==> src/verilog/dmaef_pkg.sv <==
// Purpose: shared constants and types of the DMA channel event flag block
// Assumes: 32-bit Avalon-MM register bus with byte addresses
// Notes:   offsets are byte addresses of aligned 32-bit words

`default_nettype none

package dmaef_pkg;

    // ************************************************************
    // register offsets
    // ************************************************************
    localparam logic [4:0] OFF_CTRL   = 5'h00;
    localparam logic [4:0] OFF_CLR    = 5'h04;
    localparam logic [4:0] OFF_SET    = 5'h08;
    localparam logic [4:0] OFF_INV    = 5'h0C;
    localparam logic [4:0] OFF_STATUS = 5'h10;
    localparam logic [4:0] OFF_ICLR   = 5'h14;
    localparam logic [4:0] OFF_IEN    = 5'h18;

    // ************************************************************
    // field layout of the channel event control word
    // ************************************************************
    localparam int FLAG_LSB = 0;
    localparam int IE_LSB   = 16;
    localparam int FIELD_W  = 8;

    // bit index inside either byte field
    localparam int BIT_SRC_DONE   = 7;
    localparam int BIT_SRC_HALF   = 6;
    localparam int BIT_DST_DONE   = 5;
    localparam int BIT_DST_HALF   = 4;
    localparam int BIT_BLOCK_DONE = 3;
    localparam int BIT_CELL_DONE  = 2;
    localparam int BIT_ABORT      = 1;
    localparam int BIT_ADDR_ERR   = 0;

    // ************************************************************
    // reset values
    // ************************************************************
    localparam logic [7:0]  RST_FLAGS = 8'h00;
    localparam logic [7:0]  RST_IE    = 8'h00;
    localparam logic [31:0] RST_RDATA = 32'h0000_0000;

    // ************************************************************
    // types
    // ************************************************************
    typedef enum logic [1:0] {
        DMAEF_OP_WRITE = 2'b00,
        DMAEF_OP_CLR   = 2'b01,
        DMAEF_OP_SET   = 2'b11,
        DMAEF_OP_INV   = 2'b10
    } dmaef_op_e;

    // one-cycle strobes from the transfer logic of the channel
    typedef struct packed {
        logic dst_done;
        logic dst_half;
        logic block_done;
        logic cell_done;
        logic abort;
        logic addr_err;
    } dmaef_evt_s;

    typedef struct packed {
        logic [4:0]  address;
        logic        read;
        logic        write;
        logic [31:0] writedata;
        logic [3:0]  byteenable;
    } dmaef_req_s;

endpackage : dmaef_pkg

`default_nettype wire

==> src/verilog/dmaef_top.sv <==
// Purpose: event flags, enables and interrupt request of one DMA channel
// Assumes: source pointer, size and event strobes come from logic on sys_clk_i
// Notes:   registers reached over Avalon-MM with waitrequest
//          every request is answered after one wait cycle
//          waitrequest stands high while the bus is idle
//          0x00 control word: enables in 23:16, flags in 7:0
//          0x04, 0x08, 0x0C clear, set and invert the control word
//          0x10 status: flags in 7:0, read only
//          0x14 flag clear: ones written clear flags, reads zero
//          0x18 enables alone in 7:0
//          unmapped words read zero and ignore writes
//          enables and flags reset to zero
//          half size is the size shifted right once, rounded down
//          a strobe held high re-sets its flag on every cycle
//          an event wins over a clear of its flag in the same cycle
//
// Overview of operation
// - bits 23:16 enable each event's interrupt
// - source done flag when pointer equals size
// - source half flag when pointer equals half size
// - flags in bits 7:0, zero means idle
// - fixed enable positions for remaining six events
// - bits 31:24 and 15:8 read zero
// - destination half full has separate enable
//
// Chosen here: the register addresses and the Avalon-MM interface to the registers.

`timescale 1ns/1ps
`default_nettype none

module dmaef_top #(
    parameter int SIZE_W = 16
) (
    input  wire logic                 sys_clk_i,
    input  wire logic                 srst_i,
    input  wire logic [4:0]           avs_address_i,
    input  wire logic                 avs_read_i,
    input  wire logic                 avs_write_i,
    input  wire logic [31:0]          avs_writedata_i,
    input  wire logic [3:0]           avs_byteenable_i,
    output var  logic [31:0]          avs_readdata_o,
    output var  logic                 avs_waitrequest_o,
    input  wire logic [SIZE_W-1:0]    source_pointer_i,
    input  wire logic [SIZE_W-1:0]    source_size_i,
    input  wire dmaef_pkg::dmaef_evt_s evt_i,
    output var  logic                 irq_o
);

    // ************************************************************
    // functions
    // ************************************************************

    // one byte field after a write of the given kind
    function automatic logic [7:0] apply_op(
        input logic [7:0]           old_val,
        input logic [7:0]           wval,
        input dmaef_pkg::dmaef_op_e op
    );
        logic [7:0] res;
        res = old_val;
        unique case (op)
            dmaef_pkg::DMAEF_OP_WRITE: res = wval;
            dmaef_pkg::DMAEF_OP_CLR:   res = old_val & ~wval;
            dmaef_pkg::DMAEF_OP_SET:   res = old_val | wval;
            dmaef_pkg::DMAEF_OP_INV:   res = old_val ^ wval;
        endcase
        return res;
    endfunction : apply_op

    // the whole control word as software sees it
    function automatic logic [31:0] pack_ctrl(
        input logic [7:0] ie,
        input logic [7:0] flags
    );
        logic [31:0] w;
        w = 32'h0000_0000;
        w[dmaef_pkg::IE_LSB   +: dmaef_pkg::FIELD_W] = ie;
        w[dmaef_pkg::FLAG_LSB +: dmaef_pkg::FIELD_W] = flags;
        return w;
    endfunction : pack_ctrl

    // a compare counts only on the cycle it becomes true
    function automatic logic match_rise(
        input logic hit,
        input logic seen
    );
        return hit & ~seen;
    endfunction : match_rise

    // a byte field shown alone in the low byte of a word
    function automatic logic [31:0] low_word(
        input logic [7:0] field
    );
        return {24'h00_0000, field};
    endfunction : low_word

    // one event's interrupt term: its flag and its enable both set
    function automatic logic armed(
        input logic [7:0] f,
        input logic [7:0] e,
        input int         b
    );
        return f[b] & e[b];
    endfunction : armed

    // ************************************************************
    // state
    // ************************************************************
    dmaef_pkg::dmaef_req_s req;
    logic [7:0]            flags;
    logic [7:0]            ie;
    logic [7:0]            next_flags;
    logic [7:0]            next_ie;
    logic [7:0]            hw_set;
    logic                  src_done_hit;
    logic                  src_half_hit;
    logic                  src_done_seen;
    logic                  src_half_seen;
    logic                  bus_req;
    logic                  wr_take;
    logic                  rd_latch;
    logic                  ctrl_hit;
    logic                  ie_lane;
    logic                  flag_lane;
    dmaef_pkg::dmaef_op_e  op;
    logic [7:0]            w_ie;
    logic [7:0]            w_flag;
    logic [31:0]           rd_value;
    logic                  src_done_evt;
    logic                  src_half_evt;
    logic                  src_done_pend;
    logic                  src_half_pend;
    logic                  dst_done_pend;
    logic                  dst_half_pend;
    logic                  block_complete_pend;
    logic                  cell_complete_pend;
    logic                  abort_pend;
    logic                  addr_error_pend;

    assign req.address    = avs_address_i;
    assign req.read       = avs_read_i;
    assign req.write      = avs_write_i;
    assign req.writedata  = avs_writedata_i;
    assign req.byteenable = avs_byteenable_i;

    // ************************************************************
    // bus handshake
    // ************************************************************

    // one wait cycle: read data is captured on the same edge where waitrequest falls,
    // so it stands at the edge where the master takes it
    assign bus_req  = req.read | req.write;
    assign rd_latch = req.read & avs_waitrequest_o;
    assign wr_take  = req.write & ~avs_waitrequest_o;

    always_ff @(posedge sys_clk_i) begin
        if (srst_i) begin
            avs_waitrequest_o <= 1'b1;
        end else begin
            avs_waitrequest_o <= ~(bus_req & avs_waitrequest_o);
        end
    end

    // ************************************************************
    // read path
    // ************************************************************
    always_comb begin
        rd_value = 32'h0000_0000;
        unique case (req.address)
            dmaef_pkg::OFF_CTRL:   rd_value = pack_ctrl(ie, flags);
            dmaef_pkg::OFF_CLR:    rd_value = pack_ctrl(ie, flags);
            dmaef_pkg::OFF_SET:    rd_value = pack_ctrl(ie, flags);
            dmaef_pkg::OFF_INV:    rd_value = pack_ctrl(ie, flags);
            dmaef_pkg::OFF_STATUS: rd_value = low_word(flags);
            dmaef_pkg::OFF_IEN:    rd_value = low_word(ie);
            default:               rd_value = 32'h0000_0000;
        endcase
    end

    always_ff @(posedge sys_clk_i) begin
        if (srst_i) begin
            avs_readdata_o <= dmaef_pkg::RST_RDATA;
        end else if (rd_latch) begin
            avs_readdata_o <= rd_value;
        end
    end

    // ************************************************************
    // write decode
    // ************************************************************
    always_comb begin
        ctrl_hit  = 1'b0;
        op        = dmaef_pkg::DMAEF_OP_WRITE;
        ie_lane   = 1'b0;
        flag_lane = 1'b0;
        w_ie      = req.writedata[dmaef_pkg::IE_LSB +: dmaef_pkg::FIELD_W];
        w_flag    = req.writedata[dmaef_pkg::FLAG_LSB +: dmaef_pkg::FIELD_W];
        unique case (req.address)
            dmaef_pkg::OFF_CTRL: begin
                ctrl_hit = 1'b1;
                op       = dmaef_pkg::DMAEF_OP_WRITE;
            end
            dmaef_pkg::OFF_CLR: begin
                ctrl_hit = 1'b1;
                op       = dmaef_pkg::DMAEF_OP_CLR;
            end
            dmaef_pkg::OFF_SET: begin
                ctrl_hit = 1'b1;
                op       = dmaef_pkg::DMAEF_OP_SET;
            end
            dmaef_pkg::OFF_INV: begin
                ctrl_hit = 1'b1;
                op       = dmaef_pkg::DMAEF_OP_INV;
            end
            dmaef_pkg::OFF_ICLR: begin
                // write one to clear, low byte only
                op        = dmaef_pkg::DMAEF_OP_CLR;
                flag_lane = req.byteenable[0];
                w_flag    = req.writedata[7:0];
            end
            dmaef_pkg::OFF_IEN: begin
                op      = dmaef_pkg::DMAEF_OP_WRITE;
                ie_lane = req.byteenable[0];
                w_ie    = req.writedata[7:0];
            end
            default: begin
                ctrl_hit = 1'b0;
            end
        endcase
        if (ctrl_hit) begin
            // upper byte and byte 1 carry nothing, so their lanes are ignored
            ie_lane   = req.byteenable[2];
            flag_lane = req.byteenable[0];
        end
    end

    // ************************************************************
    // event detection
    // ************************************************************

    // a match is an event only on the cycle it becomes true, so a
    // pointer parked at the end does not re-flag after software clears
    assign src_done_hit = (source_pointer_i == source_size_i);
    assign src_half_hit = (source_pointer_i ==
                           (source_size_i >> 1));

    always_ff @(posedge sys_clk_i) begin
        if (srst_i) begin
            src_done_seen <= 1'b1;
            src_half_seen <= 1'b1;
        end else begin
            src_done_seen <= src_done_hit;
            src_half_seen <= src_half_hit;
        end
    end

    assign src_done_evt = match_rise(src_done_hit, src_done_seen);
    assign src_half_evt = match_rise(src_half_hit, src_half_seen);

    always_comb begin
        hw_set                              = 8'h00;
        hw_set[dmaef_pkg::BIT_SRC_DONE]     = src_done_evt;
        hw_set[dmaef_pkg::BIT_SRC_HALF]     = src_half_evt;
        hw_set[dmaef_pkg::BIT_DST_DONE]     = evt_i.dst_done;
        hw_set[dmaef_pkg::BIT_DST_HALF]     = evt_i.dst_half;
        hw_set[dmaef_pkg::BIT_BLOCK_DONE]   = evt_i.block_done;
        hw_set[dmaef_pkg::BIT_CELL_DONE]    = evt_i.cell_done;
        hw_set[dmaef_pkg::BIT_ABORT]        = evt_i.abort;
        hw_set[dmaef_pkg::BIT_ADDR_ERR]     = evt_i.addr_err;
    end

    // ************************************************************
    // flags and enables
    // ************************************************************
    always_comb begin
        next_flags = flags;
        if (wr_take && flag_lane) begin
            next_flags = apply_op(flags, w_flag, op);
        end
        // a new event wins over a clear in the same cycle
        next_flags = next_flags | hw_set;
    end

    always_comb begin
        next_ie = ie;
        if (wr_take && ie_lane) begin
            next_ie = apply_op(ie, w_ie, op);
        end
    end

    always_ff @(posedge sys_clk_i) begin
        if (srst_i) begin
            flags <= dmaef_pkg::RST_FLAGS;
        end else begin
            flags <= next_flags;
        end
    end

    always_ff @(posedge sys_clk_i) begin
        if (srst_i) begin
            ie <= dmaef_pkg::RST_IE;
        end else begin
            ie <= next_ie;
        end
    end

    // ************************************************************
    // interrupt request
    // ************************************************************

    // one term per event, taken from the next values so irq_o moves on the
    // same edge as the flag or enable that causes it
    assign src_done_pend       = armed(next_flags, next_ie, dmaef_pkg::BIT_SRC_DONE);
    assign src_half_pend       = armed(next_flags, next_ie, dmaef_pkg::BIT_SRC_HALF);
    assign dst_done_pend       = armed(next_flags, next_ie, dmaef_pkg::BIT_DST_DONE);
    assign dst_half_pend       = armed(next_flags, next_ie, dmaef_pkg::BIT_DST_HALF);
    assign block_complete_pend = armed(next_flags, next_ie, dmaef_pkg::BIT_BLOCK_DONE);
    assign cell_complete_pend  = armed(next_flags, next_ie, dmaef_pkg::BIT_CELL_DONE);
    assign abort_pend          = armed(next_flags, next_ie, dmaef_pkg::BIT_ABORT);
    assign addr_error_pend     = armed(next_flags, next_ie, dmaef_pkg::BIT_ADDR_ERR);

    // ************************************************************
    // request register
    // ************************************************************

    always_ff @(posedge sys_clk_i) begin
        if (srst_i) begin
            irq_o <= 1'b0;
        end else begin
            irq_o <= src_done_pend
                   | src_half_pend
                   | dst_done_pend
                   | dst_half_pend
                   | block_complete_pend
                   | cell_complete_pend
                   | abort_pend
                   | addr_error_pend;
        end
    end

endmodule : dmaef_top

`default_nettype wire

==> config.mk <==
export PLATFORM = sky130hd
export DESIGN_NAME = dmaef_top
export DESIGN_NICKNAME = d
export VERILOG_FILES = /design/src/verilog/dmaef_pkg.sv /design/src/verilog/dmaef_top.sv
export SDC_FILE = /design/constraint.sdc
export NUM_CORES = 1
export LEC_CHECK = 0
export ABC_AREA = 1
export BUFFER_PORTS_ARGS = -buffer_cell sky130_fd_sc_hd__buf_2
export CAP_MARGIN = 20
export CORE_ASPECT_RATIO = 0.5
export CORE_MARGIN = 1
export CORE_UTILIZATION = 40
export CTS_CLUSTER_DIAMETER = 40
export CTS_CLUSTER_SIZE = 14
export DETAILED_ROUTE_END_ITERATION = 10
export HOLD_SLACK_MARGIN = 0.15
export PLACE_DENSITY = 0.69
export SLEW_MARGIN = 20
export SYNTH_ARGS = -nofsm -noshare
export SYNTH_HDL_FRONTEND = slang
export SYNTH_SLANG_ARGS = --single-unit
==> constraint.sdc <==
create_clock -name sys_clk_i -period 2.1 [get_ports sys_clk_i]
set_clock_uncertainty 0.05 [all_clocks]
set_input_delay 0.42 -clock sys_clk_i [delete_from_list [all_inputs] [get_ports sys_clk_i]]
set_output_delay 0.42 -clock sys_clk_i [all_outputs]
set_load 0.01 [all_outputs]
==> impl_metrics.yaml, run 1 <==
layout:
  drive_above_1_share_pct: 28.3
  filler_cell_count: 783
  syn_to_final_growth_pct: 36.8
  diodes: 0
  post-route-util_pct: 57.1
  fin_area_sq_um: 4630
  fin_nets: 800
sta:
  finalCritPeriodShare_pct: 97.1
  drv_slew: 0
  min_period_ns: 2.04
  fmax_mhz: 490
  fin_hold_ws_ns: 0.304
  hold_violations: 0
  setup_viol: 0
  rsz0062_at_grt: "true"
floorplan:
  dieWidth_um: 132
  num_io_pins: 117
  row_count: 23
  die-height_um: 67.1
  start_util_pct: 41.7
  dieArea_sq_um: 8860
  coreArea_sq_um: 8120
routing:
  wire_per_inst_um: 12.2
  vias: 3826
  drc_errors: 0
  ant_nets: 0
  drt_iter0_markers: 219
  dr.pass1.iters: 4
  wl_um: 9720
  vias_per_cell: 4.79
placed_design:
  gp_congestion: 0.873
  port-buffer-count: 82
  dpl.hpwl_um: 7290
  dpl_cell_area_sq_um: 4290
power:
  p_sw_share_pct: 29.0
  cell_internal_pwr_uw: 1490
  comb_power_share_pct: 24.5
  leakagePower_uw: 0.00242
  clkPwrFrac_pct: 41.0
  power_frac_seq_pct: 34.4
  power.density_nw_per_um2: 455
  peakVddDrop_uv: 294
  switchingPower_uw: 611
run:
  drv_cap: 0
yosys:
  ys_seq_area_share_pct: 21.3
  synth_top_area_share_pct: 21.3
  ys_async_sr_fraction_pct: 0
  ys_ff_latch: 36
  synth_area_sq_um: 3390
  yosysMostFrequentCell: "nand2_1"
  avgSynthCellArea_sq_um: 6.26
  synthFlopType: "dfxtp_1"
  synth_cells: 541
  synthTopCellsByArea: "dfxtp_1 21%, nand2_1 18%, ha_1 12%"
  yosysWarnings: 0
  synth_top_cells_by_count: "163 x nand2_1, 72 x inv_1, 47 x a21oi_1"
  synth_top_cell_by_area: "dfxtp_1"
  yosys.cell_types.count: 27
  synth_edf_count: 0
setup_path:
  arrival_ns: 2.15
  worstSetupPathType: "input pin to flip-flop"
  cp.required_ns: 2.21
  critPathLaunchType: "input pin"
  ff2ff_path_depth: 12
  critPathCaptureType: "flip-flop"
  cp_max_fo: 8
min_path:
  hp-class: "input pin to flip-flop"
  min_path_cells: 2
grt:
  grt_pass1_wl_um: 15300
  grt_pass1_vias: 3393
  grt_overflow: 0
  antenna_found_initial: 0
  grt_max_degree: 26
  grt_util_all_layers_pct: 21.7
cts:
  clock-sinks: 36
  clk_latency_ns: 0.28
  cts_max_level: 2
  cts_root_buffer: "clkbuf_16"
  clock_path_buffers: 2
  tritoncts: "done"
  cts_buffers: 5
  clk_pin_slew_ns: 0.06
run_status:
  outcome: "finished, final reports clean"
-- routing by layer --
layer	share of wire [%]	wire length, um	up-vias	global-route usage [%]
met5	0	0	-	0
met4	1.2	119	0	6.69
met3	7.0	680	12	2.97
met2	46	4490	131	38.1
met1	46	4430	1702	27.9
li1	-	-	1981	-
-- power by group through the flow --
stage / registers [uW] / clock network, uW / logic (uW)
2_1_floorplan: 744 / 0 / 286
3_3_place_gp: 739 / 0 / 473
3_5_place_dp: 739 / 0 / 481
4_1_cts: 725 / 869 / 486
5_1_grt: 728 / 898 / 579
6_report: 725 / 864 / 517
-- path summary, 6_finish.rpt --
check | slack [ns] | end | start
worst min register to register | 0.41 | avs_waitrequest_o | avs_waitrequest_o
worst max register to register | 0.30 | irq_o | ie[6]
worst min-delay path | 0.30 | avs_waitrequest_o | avs_read_i
worst max-delay path | 0.06 | irq_o | avs_address_i[1]
-- state kept, by name, indices dropped and copies added (netlist names) --
register / flops
src_half_seen: 1
flags: 8
avs_readdata_o: 16
avs_waitrequest_o: 1
src_done_seen: 1
irq_o: 1
ie: 8
-- layout make-up --
| class | count | area, sq um | share of cell area [%] |
|---|---|---|---|
| repair buffers | 157 | 1040 | 22.4 |
| inverters | 77 | 289 | 6.24 |
| multi-input cells | 408 | 2280 | 49.3 |
| flip-flops and latches | 36 | 721 | 15.6 |
| well taps | 112 | 140 | 3.03 |
| clock buffers | 6 | 129 | 2.78 |
| clock inverters | 2 | 35.0 | 0.756 |
-- cell families (layout without fill, tap and decap cells) --
kind of cell / Yosys count / in the layout / synth area share [%]
simple gates: 267 / 267 / 34.4
xor+xnor: 23 / 23 / 5.95
buf+inv: 112 / 242 / 15.6
other cells: 1 / 16 / 0.111
fa+ha+maj: 32 / 32 / 11.8
flops: 36 / 36 / 21.3
compound gates: 70 / 70 / 10.8
-- placed cells by master, fill, tap and decap left out, types with 9 or more instances in the layout --
cell and n:
buf_2 81, nand2_2 13, a21oi_1 47, inv_1 72, dfxtp_1 36, ha_1 29, o21ai_0 9, nor2_1 41
nand2_1 154, nand3_1 15, nand4_1 35, conb_1 16, buf_4 69, xor2_1 23
-- critical path, cell delays in order --
cell	delay [ns]
buf_2	0.12
nor2_4	0.16
nand3_4	0.18
nand2_2	0.13
nand2_2	0.08
buf_4	0.14
ha_1	0.16
inv_1	0.05
nor2_1	0.04
nor2_1	0.09
nand2_1	0.07
nand2_1	0.07
nand2_1	0.07
nand2_2	0.07
nand2_1	0.06
nor2_2	0.16
a21oi_1	0.08
-- metrics by stage --
step | TNS [ns] | setup WS (ns) | std cells | total power, uW
global route | -0.0933 | -0.0933 | 798 | 2210
CTS | 0 | 0.0254 | 790 | 2080
floorplan | 0 | 0.00234 | 556 | 1030
global placement | -0.494 | -0.262 | 782 | 1210
detailed placement | -0.754 | -0.334 | 782 | 1220
finish | 0 | 0.0600 | 798 | 2110
-- repair_timing --
action | 4_1_cts | 5_1_grt
endpoints found under the hold margin | 0 | 0
gates resized for setup | 3 | 20
hold buffers | 0 | 0
pin swaps | 0 | 24
buffers inserted | 0 | 8
setup endpoints to repair | 1 | 1
Note: power is estimated with default switching activity, not from simulation.
==> run 2: changes to the inputs <==
--- a/config.mk
+++ b/config.mk
@@ -10,12 +10,11 @@
 export CAP_MARGIN = 20
 export CORE_ASPECT_RATIO = 0.5
 export CORE_MARGIN = 1
-export CORE_UTILIZATION = 40
+export CORE_UTILIZATION = 35
 export CTS_CLUSTER_DIAMETER = 40
 export CTS_CLUSTER_SIZE = 14
 export DETAILED_ROUTE_END_ITERATION = 10
 export HOLD_SLACK_MARGIN = 0.15
-export PLACE_DENSITY = 0.69
 export SLEW_MARGIN = 20
 export SYNTH_ARGS = -nofsm -noshare
 export SYNTH_HDL_FRONTEND = slang
==> impl_metrics.yaml, run 2 (same netlist as run 1, synthesis figures left out) <==
layout:
  filler_cell_count: 935
  largest_reg_flops: 16
  regMostFlops: "avs_readdata_o"
  syn_to_final_growth_pct: 38.0
  fin_cells: 819
  fin_nets: 803
  reg_top3: "avs_readdata_o: 16 flops, flags: 8 flops, ie: 8 flops"
  layout_commonest_cell: "nand2_1"
  diodes: 0
  most-common-layout-cells: "154 x nand2_1, 79 x buf_2, 72 x inv_1"
  post-route-util_pct: 51.7
  drive_above_1_share_pct: 28.2
cts:
  tritoncts: "done"
  postCtsHoldBufs: 0
  clock_path_buffers: 2
  cts_max_level: 2
  cts_buffers: 5
  cts_root_buffer: "clkbuf_16"
  clk_pin_slew_ns: 0.06
  clk_latency_ns: 0.28
  clock-sinks: 36
placed_design:
  dpl.cell_count: 804
  pre_cts_ws_ns: -0.351
  port-buffer-count: 82
  dpl.hpwl_um: 7760
  gp_congestion: 0.851
floorplan:
  row_count: 24
  die-height_um: 71.6
  num_io_pins: 117
  dieArea_sq_um: 10100
  dieWidth_um: 141
  coreArea_sq_um: 9040
  start_util_pct: 37.5
grt:
  grt_util_all_layers_pct: 19.8
  grt_pass1_wl_um: 15900
  grt_max_degree: 26
  grt_overflow: 0
  antenna_found_initial: 0
  grt_pass1_vias: 3366
power:
  power.density_nw_per_um2: 463
  leakagePower_uw: 0.00244
  peakVddDrop_uv: 342
sta:
  min_period_ns: 2.03
  finalCritPeriodShare_pct: 96.5
  drv_slew: 0
  hold_violations: 0
  rsz0062_at_grt: "true"
  fmax_mhz: 493
  fin_hold_ws_ns: 0.304
  setup_viol: 0
  setup_slack_ns: 0.0729
  setup_tns_ns: 0
routing:
  drc_errors: 0
  wl_um: 10100
  vias_per_cell: 4.67
  wire_per_inst_um: 12.3
  vias: 3828
  dr.pass1.iters: 4
  drt_iter0_markers: 216
  ant_nets: 0
setup_path:
  worstSetupPathType: "input pin to flip-flop"
  cp.required_ns: 2.21
  cp_max_fo: 7
  arrival_ns: 2.14
  critPathLaunchType: "input pin"
  critPathCaptureType: "flip-flop"
run:
  drv_cap: 0
run_status:
  outcome: "finished, final reports clean"
min_path:
  hp-class: "input pin to flip-flop"
run 2: path summary, 6_finish.rpt:
path	cells after the start	end	from	slack, ns
setup reg to reg	12	irq_o	ie[0]	0.28
setup / recovery	16	irq_o	avs_address_i[1]	0.07
hold reg to reg	1	avs_waitrequest_o	avs_waitrequest_o	0.41
hold / removal	2	avs_waitrequest_o	avs_read_i	0.30
run 2: where the power goes:
group / switching [uW] / internal [uW]
logic: 291 / 226
clock network: 298 / 625
registers: 15.1 / 709
run 2: worst max-delay path: stages:
cell and delay [ns]:
buf_8 0.10, nor2_4 0.15, nand3_4 0.18, nand2_2 0.13
nand2_2 0.07, ha_1 0.27, nand4_1 0.09, nand2_1 0.05
nor2_1 0.09, nand2_1 0.07, nand2_2 0.07, nand2_2 0.06
nand2_1 0.05, nand2_1 0.06, nor2_2 0.18, a21oi_1 0.09
run 2: final cells by class:
type                    count  area (sq um)  share of cell area [%]
clock inverters             1          30.0                   0.642
multi-input cells         408          2250                    48.1
flip-flops and latches     36           721                    15.4
inverters                  77           289                    6.18
repair buffers            160          1070                    22.9
well taps                 130           163                    3.48
clock buffers               7           153                    3.26
run 2: repair_timing:
| item | in CTS | in global routing |
|---|---|---|
| setup endpoints to repair | 1 | 1 |
| gates resized for setup | 2 | 21 |
| buffers inserted | 0 | 6 |
| pin swaps | 0 | 8 |
| cloned | 0 | 1 |
run 2: metrics by stage:
step / power (uW) / cell area (sq um)
finish: 2160 / 4680
global route: 2270 / 4680
CTS: 2150 / 4550
detailed placement: 1230 / 4350
global placement: 1220 / 4350
floorplan: 1030 / 3450
run 2: layer usage:
| metal | vias to the layer above | share of wire, % | global-route usage, % |
|---|---|---|---|
| li1 | 1987 | - | - |
| met1 | 1685 | 48 | 27.3 |
| met2 | 150 | 44 | 33.5 |
| met3 | 6 | 7.2 | 2.61 |
| met4 | 0 | 0.49 | 3.86 |
| met5 | - | 0 | 0 |
